==> src/verilog/fbo_pkg.sv <==
// Shared constants and carriers of the flash map and boot overlay control.
// Assumes a single 25 MHz clock and a 16-bit control register bus.
package fbo_pkg;

  // ----------------------------------------------------------------------
  // Bus and register layout
  // ----------------------------------------------------------------------
  localparam int unsigned  SFR_AW          = 11;
  localparam logic [10:0]  AUX_SFR_ADDR    = 11'h4a8;   // Control register address
  localparam logic [7:0]   AUX_RESET       = 8'h00;
  localparam int unsigned  AUX_BOOT_BIT    = 7;
  localparam int unsigned  AUX_VALID_BIT   = 6;
  localparam logic [7:0]   UPPER_READ      = 8'h00;     // Undefined upper byte, shown as zero
  localparam logic [7:0]   STATUS_BLANK    = 8'h00;

  // ----------------------------------------------------------------------
  // Memory map
  // ----------------------------------------------------------------------
  localparam logic [15:0]  BOOT_ROM_BASE   = 16'hf800;
  localparam logic [15:0]  SMALL_BLK_TOP   = 16'h3fff;
  localparam logic [3:0]   INT_SPACE_HI    = 4'h0;      // Upper nibble of the internal 64 KB

  // ----------------------------------------------------------------------
  // Timing of the programming-voltage generator
  // ----------------------------------------------------------------------
  localparam int unsigned  CLK_PERIOD_NS   = 40;
  localparam int unsigned  VPP_READY_NS    = 5000;
  localparam int unsigned  VPP_READY_CYC   = (VPP_READY_NS + CLK_PERIOD_NS - 1) / CLK_PERIOD_NS;
  localparam int unsigned  VPP_CNT_W       = 8;

  // ----------------------------------------------------------------------
  // Types
  // ----------------------------------------------------------------------
  typedef enum logic [1:0] {FBO_OP_READ, FBO_OP_PROG, FBO_OP_CHIP_ERASE, FBO_OP_BLK_ERASE}
    fbo_op_e;
  typedef enum logic [1:0] {FBO_TGT_FLASH, FBO_TGT_BOOT, FBO_TGT_EXT} fbo_target_e;

  typedef struct packed {
    fbo_op_e     op;
    logic [15:0] addr;
    logic [7:0]  data;
  } fbo_flash_cmd_s;

  typedef struct packed {
    logic        strobe;
    fbo_op_e     op;
    logic [2:0]  block;
    logic [15:0] addr;
    logic [7:0]  data;
  } fbo_flash_req_s;

  typedef struct packed {
    fbo_target_e target;
    logic [19:0] addr;
  } fbo_fetch_s;

endpackage

==> src/verilog/fbo_vpp_gen.sv <==
// Start-up timer of the on-chip programming-voltage generator.
// Assumes enable and supply strap come from logic on the same clock.
`timescale 1ns/100ps
module fbo_vpp_gen (
  input  wire logic clk_i,
  input  wire logic rst_n_i,
  input  wire logic enable_i,
  input  wire logic vpp_tied_logic_i,
  output logic      ready_o
);
  import fbo_pkg::*;

  localparam logic [VPP_CNT_W-1:0] READY_CNT = VPP_CNT_W'(VPP_READY_CYC);

  logic [VPP_CNT_W-1:0] count;
  wire                  pump_on = enable_i & vpp_tied_logic_i;
  wire                  ext_ok  = enable_i & ~vpp_tied_logic_i;
  wire                  done    = (count == READY_CNT);

  // Count settling time while the pump runs; an external supply is ready at once
  always_ff @(posedge clk_i) begin
    if (!rst_n_i) begin
      count   <= '0;
      ready_o <= 1'b0;
    end else begin
      count   <= pump_on ? (done ? count : count + 1'b1) : '0;
      ready_o <= ext_ok | (pump_on & done);
    end
  end

endmodule // fbo_vpp_gen

==> src/verilog/fbo_ctrl.sv <==
// Program-memory map, boot ROM overlay and flash access control.
// Assumes a core on the same clock driving the control register bus and
// fetch port; strap pins and the supply strap arrive asynchronously.
`timescale 1ns/100ps
module fbo_ctrl (
  input  wire logic                    clk_i,
  input  wire logic                    rst_n_i,
  // Control register bus
  input  wire logic [fbo_pkg::SFR_AW-1:0] sfr_addr_i,
  input  wire logic                    sfr_wr_i,
  input  wire logic                    sfr_rd_i,
  input  wire logic                    sfr_wide_i,
  input  wire logic [15:0]             sfr_wdata_i,
  output logic      [15:0]             sfr_rdata_o,
  // Pins
  input  wire logic                    program_store_strobe_n_i,
  input  wire logic                    addr_latch_i,
  input  wire logic                    external_access_select_i,
  input  wire logic                    vpp_tied_logic_i,
  // Flash status byte
  input  wire logic [7:0]              flash_status_i,
  // Fetch port
  input  wire logic                    fetch_req_i,
  input  wire logic [19:0]             fetch_addr_i,
  output fbo_pkg::fbo_fetch_s          fetch_o,
  // Flash access port
  input  wire logic                    cmd_valid_i,
  input  wire fbo_pkg::fbo_flash_cmd_s cmd_i,
  output fbo_pkg::fbo_flash_req_s      flash_req_o,
  // Status outputs
  output logic                         boot_rom_enable_o,
  output logic                         boot_vector_sel_o
);
  import fbo_pkg::*;

  // ----------------------------------------------------------------------
  // Helpers
  // ----------------------------------------------------------------------
  // Block number of a flash byte address
  function automatic logic [2:0] block_of(input logic [15:0] a);
    logic [2:0] b;
    b = 3'h0;
    if (a <= SMALL_BLK_TOP) b = {2'b00, a[13]};
    else                    b = 3'(a[15:14]) + 3'h1;
    return b;
  endfunction

  // ----------------------------------------------------------------------
  // Pin synchronisers
  // ----------------------------------------------------------------------
  logic [3:0] pin_s1;
  logic [3:0] pin_s2;
  wire        strobe_n_s = pin_s2[0];
  wire        latch_s    = pin_s2[1];
  wire        ext_sel_s  = pin_s2[2];
  wire        tied_s     = pin_s2[3];

  // Two flops on each asynchronous pin
  always_ff @(posedge clk_i) begin
    pin_s1 <= {vpp_tied_logic_i, external_access_select_i, addr_latch_i,
               program_store_strobe_n_i};
    pin_s2 <= pin_s1;
  end

  // ----------------------------------------------------------------------
  // Reset-time boot decision
  // ----------------------------------------------------------------------
  logic in_reset;
  logic boot_en;
  logic prog_voltage_valid;
  wire  status_set = (flash_status_i != STATUS_BLANK);
  wire  strap_set  = ~strobe_n_s & latch_s & ext_sel_s;
  wire  boot_at_rst = status_set | strap_set;

  // Register write decode; only the boot bit of the low byte is ever stored
  wire  aux_hit   = (sfr_addr_i == AUX_SFR_ADDR);
  wire  aux_write = sfr_wr_i & aux_hit;
  wire  next_boot_en = in_reset  ? boot_at_rst :
                       aux_write ? sfr_wdata_i[AUX_BOOT_BIT] : boot_en;

  // Boot enable: caught on the first edge after reset release, then software owned
  always_ff @(posedge clk_i) begin
    if (!rst_n_i) begin
      in_reset          <= 1'b1;
      boot_en           <= AUX_RESET[AUX_BOOT_BIT];
      boot_vector_sel_o <= 1'b0;
    end else begin
      in_reset <= 1'b0;
      boot_en  <= next_boot_en;
      if (in_reset) boot_vector_sel_o <= boot_at_rst;
    end
  end

  // ----------------------------------------------------------------------
  // Programming-voltage generator
  // ----------------------------------------------------------------------
  fbo_vpp_gen fbo_vpp_gen_inst (
    .clk_i            (clk_i),
    .rst_n_i          (rst_n_i),
    .enable_i         (boot_en),
    .vpp_tied_logic_i (tied_s),
    .ready_o          (prog_voltage_valid)
  );

  // ----------------------------------------------------------------------
  // Register read path
  // ----------------------------------------------------------------------
  // Valid bit is never stored from the bus, unimplemented bits read zero
  wire [7:0]  aux_view  = {boot_en, prog_voltage_valid, 6'h00};
  wire [15:0] next_rdat = (sfr_rd_i & aux_hit) ?
                          {(sfr_wide_i ? UPPER_READ : 8'h00), aux_view} : 16'h0000;

  always_ff @(posedge clk_i) begin
    if (!rst_n_i) begin
      sfr_rdata_o       <= 16'h0000;
      boot_rom_enable_o <= 1'b0;
    end else begin
      sfr_rdata_o       <= next_rdat;
      boot_rom_enable_o <= next_boot_en;
    end
  end

  // ----------------------------------------------------------------------
  // Fetch decode
  // ----------------------------------------------------------------------
  wire in_int   = (fetch_addr_i[19:16] == INT_SPACE_HI);
  wire in_top   = (fetch_addr_i[15:0] >= BOOT_ROM_BASE);
  fbo_target_e next_tgt;
  assign next_tgt = (!ext_sel_s || !in_int) ? FBO_TGT_EXT :
                    (boot_en && in_top) ? FBO_TGT_BOOT :
                    FBO_TGT_FLASH;

  always_ff @(posedge clk_i) begin
    if (!rst_n_i) begin
      fetch_o <= '{target: FBO_TGT_FLASH, addr: 20'h00000};
    end else if (fetch_req_i) begin
      fetch_o <= '{target: next_tgt, addr: fetch_addr_i};
    end
  end

  // ----------------------------------------------------------------------
  // Flash byte access and erase requests
  // ----------------------------------------------------------------------
  fbo_flash_req_s next_req;
  assign next_req = '{strobe: cmd_valid_i, op: cmd_i.op, block: block_of(cmd_i.addr),
                      addr: cmd_i.addr, data: cmd_i.data};

  // One-cycle strobe per byte or erase command
  always_ff @(posedge clk_i) begin
    if (!rst_n_i) begin
      flash_req_o <= '{strobe: 1'b0, op: FBO_OP_READ, block: 3'h0, addr: 16'h0000,
                       data: 8'h00};
    end else begin
      flash_req_o <= next_req;
    end
  end

  // ----------------------------------------------------------------------
  // Assertions
  // ----------------------------------------------------------------------
  property p_boot_overlay;
    @(posedge clk_i) disable iff (!rst_n_i)
      fetch_req_i && ext_sel_s && in_int && in_top && boot_en |=> fetch_o.target == FBO_TGT_BOOT;
  endproperty
  a_boot_overlay: assert property (p_boot_overlay) else $error("top fetch missed boot ROM");

  property p_flash_top;
    @(posedge clk_i) disable iff (!rst_n_i)
      fetch_req_i && ext_sel_s && in_int && !boot_en |=> fetch_o.target == FBO_TGT_FLASH;
  endproperty
  a_flash_top: assert property (p_flash_top) else $error("fetch missed flash");

  property p_external;
    @(posedge clk_i) disable iff (!rst_n_i)
      fetch_req_i && !ext_sel_s |=> fetch_o.target == FBO_TGT_EXT
                                    && fetch_o.addr == $past(fetch_addr_i);
  endproperty
  a_external: assert property (p_external) else $error("external fetch wrong");

  property p_low_byte_write;
    @(posedge clk_i) disable iff (!rst_n_i)
      aux_write && !in_reset ##1 !sfr_wr_i ##1 sfr_rd_i && aux_hit && !sfr_wr_i
        |=> sfr_rdata_o[AUX_BOOT_BIT] == $past(sfr_wdata_i[AUX_BOOT_BIT], 3)
            && sfr_rdata_o[15:8] == UPPER_READ;
  endproperty
  a_low_byte_write: assert property (p_low_byte_write) else $error("control write lost");

  property p_valid_readonly;
    @(posedge clk_i) disable iff (!rst_n_i)
      sfr_rd_i && aux_hit |=> sfr_rdata_o[AUX_VALID_BIT] == $past(prog_voltage_valid)
                               && sfr_rdata_o[5:0] == 6'h00;
  endproperty
  a_valid_readonly: assert property (p_valid_readonly) else $error("valid bit not status");

  property p_valid_needs_boot;
    @(posedge clk_i) disable iff (!rst_n_i)
      prog_voltage_valid |-> $past(boot_en);
  endproperty
  a_valid_needs_boot: assert property (p_valid_needs_boot) else $error("valid without boot");

  property p_valid_delay;
    @(posedge clk_i) disable iff (!rst_n_i)
      $rose(boot_en) && tied_s |-> ##[1:130] (prog_voltage_valid || !boot_en || !tied_s);
  endproperty
  a_valid_delay: assert property (p_valid_delay) else $error("voltage never valid");

  property p_reset_boot;
    @(posedge clk_i) disable iff (!rst_n_i)
      in_reset |=> boot_en == $past(boot_at_rst) && boot_vector_sel_o == $past(boot_at_rst);
  endproperty
  a_reset_boot: assert property (p_reset_boot) else $error("reset boot choice wrong");

  property p_block_erase;
    @(posedge clk_i) disable iff (!rst_n_i)
      cmd_valid_i && cmd_i.op == FBO_OP_BLK_ERASE
        |=> flash_req_o.strobe && flash_req_o.block == block_of($past(cmd_i.addr));
  endproperty
  a_block_erase: assert property (p_block_erase) else $error("block erase wrong");

  property p_block_range;
    @(posedge clk_i) disable iff (!rst_n_i)
      flash_req_o.strobe |-> flash_req_o.block <= 3'h4;
  endproperty
  a_block_range: assert property (p_block_range) else $error("block out of range");

  c_boot_fetch:  cover property (@(posedge clk_i) fetch_o.target == FBO_TGT_BOOT);
  c_valid_rise:  cover property (@(posedge clk_i) $rose(prog_voltage_valid));
  c_strap_boot:  cover property (@(posedge clk_i) in_reset && strap_set && !status_set);
  c_chip_erase:  cover property (@(posedge clk_i) cmd_valid_i && cmd_i.op == FBO_OP_CHIP_ERASE);

endmodule // fbo_ctrl

==> config.mk <==
export PLATFORM = sky130hd
export DESIGN_NAME = fbo_ctrl
export DESIGN_NICKNAME = d
export VERILOG_FILES = /design/src/verilog/fbo_pkg.sv /design/src/verilog/fbo_vpp_gen.sv /design/src/verilog/fbo_ctrl.sv
export SDC_FILE = /design/constraint.sdc
export NUM_CORES = 1
export LEC_CHECK = 0
export CORE_MARGIN = 2
export CORE_UTILIZATION = 43
export DETAILED_ROUTE_END_ITERATION = 7
export DONT_BUFFER_PORTS = 1
export PLACE_DENSITY = 0.6
export SETUP_SLACK_MARGIN = 0.15
export SLEW_MARGIN = 20
export SYNTH_ARGS = -nofsm -noshare
export SYNTH_HDL_FRONTEND = slang
export SYNTH_SLANG_ARGS = --single-unit
export TNS_END_PERCENT = 50
==> constraint.sdc <==
create_clock -name clk_i -period 2 [get_ports clk_i]
set_input_delay 0.1 -clock clk_i [delete_from_list [all_inputs] [get_ports clk_i]]
set_output_delay 0.1 -clock clk_i [all_outputs]
set_load 0.005 [all_outputs]
==> results.toml <==
[sta]
post-route-period-util_pct = 82.24
pins_over_their_slew_limit = 0
fin_skew_ns = 0.005149
hold_slack_ns = 0.02669
hold_violations = 0
grt_setup_unrepaired = "false"
max-slew-margin-rel_pct = 43.58
max_freq_ghz = 0.6079
tightest_slew_ns = 0.8463
fin_setup_tns_ns = 0
finalSetupViolCount = 0
post-route-min-period_ns = 1.645

[drt]
drt_drc_violations_left = 0
initialDrtViolationCount = 71
finalWirelength_um = 5648
number_of_vias_after_detailed_routing = 1826
drt-vias-per-instance = 4.869
detail-route-antenna-nets = 0
drt_first_pass_iters = 3
avgRoutedWirePerCell_um = 15.06

[clock_network]
cts_root_buf = "sky130_fd_sc_hd__clkbuf_8"
worstSkewPairLatency_ns = 0.33
cts-root-to-sink-buffers = 2
cts_htree_levels = 3
cts.clk_slew.worst_paths_ns = 0.07
numClockSinks = 74
cts_tree = "built"
tritoncts.num_buffers = 9

[synth]
synth_flop_cell = "sky130_fd_sc_hd__dfxtp_1"
synth_area_leader_cell = "sky130_fd_sc_hd__dfxtp_1"
number_of_flops_mapped_to_enable_cells_by_yosys = 0
post_synth_num_cell_types = 38
synth-async-reset-ratio_pct = 0
post_synth_instance_area_mm2 = 0.002540
post-synth-top-area-fraction_pct = 58.33
ys_warn_count = 0
ys_ff_latch = 74
seq_area_frac_synth_pct = 58.33
yosys-top-cells-area = "sky130_fd_sc_hd__dfxtp_1 (58%), sky130_fd_sc_hd__mux2i_1 (7.9%), sky130_fd_sc_hd__and2_1 (6.2%)"
synth_cells = 238
synth.avg_cell_area_um2 = 10.67

[worst_setup_path]
critPathLaunchType = "flop"
worst_ep_arrival_time_ns = 1.86
worst-path-max-fanout = 2
worstSetupPathType = "reg2reg"
endpoint_kind = "flop"
worst-endpoint-required_ns = 2.22

[grt]
track_usage_pct = 17.74
grt_overflow_total = 0
wire_length_of_the_first_global_routing_pass_um = 8700
antenna_found_initial = 0
maximum_number_of_pins_on_one_net_before_global_route_repair = 30
first_global_vias = 1860

[die]
die_h_um = 80.86
num_rows = 27
boundaryPins = 162
dieWidth_um = 80.86
initial_core_util_pct = 45.29
core-area_mm2 = 0.005608
fp.dieArea_mm2 = 0.006538

[cells_and_area]
fill_cells = 496
antenna_cells = 0
num-nets-final = 394
area_delta_synth_final_pct = 30.44
drive_above_1_share_pct = 4.950

[pwr]
power_per_cell_area_mw_per_mm2 = 867.0
p_leak_nw = 1.375
vdd_ir_drop_max_uv = 524.1

[outcome]
outcome = "completed"

[placement]
dp_hpwl_um = 3565
port_buffers = 0
finalWeightedCongestion = 0.7904

[flow_run]
max_cap_viol_count = 0

[worst_hold_path]
min-delay-path-class = "in2reg"
==> placed cells by master, fill, tap and decap left out, types with 2 or more instances in the layout <==
cell,n
sky130_fd_sc_hd__dfxtp_1,74
sky130_fd_sc_hd__dlygate4sd3_1,56
sky130_fd_sc_hd__nor2_1,31
sky130_fd_sc_hd__and2_1,25
sky130_fd_sc_hd__mux2i_1,20
sky130_fd_sc_hd__conb_1,14
sky130_fd_sc_hd__clkbuf_8,9
sky130_fd_sc_hd__a21oi_1,8
sky130_fd_sc_hd__nand3_1,6
sky130_fd_sc_hd__nand4_1,5
sky130_fd_sc_hd__nand2_1,4
sky130_fd_sc_hd__nor3_1,4
sky130_fd_sc_hd__ha_1,4
sky130_fd_sc_hd__clkbuf_1,4
sky130_fd_sc_hd__inv_1,3
sky130_fd_sc_hd__nor3b_1,3
sky130_fd_sc_hd__nand2b_1,2
sky130_fd_sc_hd__a41o_1,2
sky130_fd_sc_hd__o21ai_0,2
sky130_fd_sc_hd__xor2_1,2
sky130_fd_sc_hd__nand3b_1,2
sky130_fd_sc_hd__a211oi_1,2
sky130_fd_sc_hd__or4_1,2
sky130_fd_sc_hd__clkinv_2,2
==> path summary, 6_finish.rpt <==
path / depth (start not counted) / startpoint / slack [ns] / end
worst max-delay path: 4 / pin_s2[2] / 0.36 / fetch_o[21]
worst min-delay path: 3 / fetch_addr_i[15] / 0.03 / fetch_o[20]
worst max register to register: 4 / pin_s2[2] / 0.36 / fetch_o[21]
worst min register to register: 0 / pin_s1[0] / 0.33 / pin_s2[0]
==> final cells by class <==
cell class / instances / area (um^2) / share of cell area (%)
clock inverters: 3 / 40.04 / 1.208
well taps: 72 / 90.09 / 2.719
multi-input cells: 151 / 954.7 / 28.81
clock buffers: 13 / 138.9 / 4.192
flip-flops and latches: 74 / 1481 / 44.71
repair buffers: 58 / 593.1 / 17.90
inverters: 4 / 15.01 / 0.4532
==> worst max-delay path, cell delays in order, from the launching register on <==
cell and delay (ns):
sky130_fd_sc_hd__dfxtp_1 0.33, sky130_fd_sc_hd__or4b_4 0.46, sky130_fd_sc_hd__nor2_1 0.10, sky130_fd_sc_hd__a211oi_1 0.07, sky130_fd_sc_hd__dlygate4sd3_1 0.57
==> logic make-up after synthesis <==
| kind of cell | Yosys count | share of synthesized area (%) |
|---|---|---|
| buffers and inverters | 26 | 6.010 |
| AND/OR/NAND/NOR | 92 | 19.95 |
| adder cells (fa/ha/maj) | 4 | 1.971 |
| other | 1 | 0.1476 |
| AO/OA/AOI/OAI | 18 | 4.680 |
| flip-flops | 74 | 58.33 |
| multiplexers | 20 | 7.882 |
| XOR/XNOR | 3 | 1.035 |
==> what timing repair did <==
action | 4_1_cts | 5_1_grt
setup buffers | 0 | 0
resized for setup | 0 | 1
hold buffers | 58 | 0
setup endpoints to repair | 0 | 1
hold endpoints to repair | 59 | 0
==> per-stage QoR <==
| step | power (mW) | area [um^2] | utilization (%) | setup slack (ns) | instances |
|---|---|---|---|---|---|
| 3_3_place_gp | 1.724 | 2541 | 45.31 | 0.5334 | 301 |
| 4_1_cts | 2.910 | 3311 | 59.04 | 0.3298 | 375 |
| 3_5_place_dp | 1.728 | 2541 | 45.31 | 0.5154 | 301 |
| 2_1_floorplan | 1.734 | 2589 | - | 0.5782 | 251 |
| 6_report | 2.872 | 3313 | 59.08 | 0.3551 | 375 |
| 5_1_grt | 3.005 | 3313 | 59.08 | 0.2751 | 375 |
==> registers in the layout (all words and copies together) (netlist names) <==
| register | flops |
|---|---|
| boot_rom_enable_o | 1 |
| boot_vector_sel_o | 1 |
| fbo_vpp_gen_inst.count | 8 |
| fbo_vpp_gen_inst.ready_o | 1 |
| fetch_o | 22 |
| flash_req_o | 30 |
| in_reset | 1 |
| pin_s1 | 4 |
| pin_s2 | 4 |
| sfr_rdata_o | 2 |
==> metal layers <==
metal	GRT usage [%]	routed length, um	vias up
met5	0	0	-
met4	8.814	101	0
met3	7.333	556	12
met2	28.84	2694	90
met1	20.07	2296	823
li1	-	-	901
==> synth_stat cells, drive strengths merged (3+ instances only) <==
cell type / n
dfxtp: 74
nor2: 31
and2: 25
mux2i: 20
buf: 18
a21oi: 8
nand3: 6
nand4: 5
clkbuf: 4
ha: 4
inv: 4
nand2: 4
nor3: 4
nor3b: 3
==> power breakdown <==
| part | internal [mW] | switching (mW) |
|---|---|---|
| Clock | 0.575 | 0.494 |
| Combinational | 0.129 | 0.0811 |
| Sequential | 1.55 | 0.0472 |
| Total | 2.25 | 0.623 |
No activity file was read; power rests on OpenSTA's default activity.
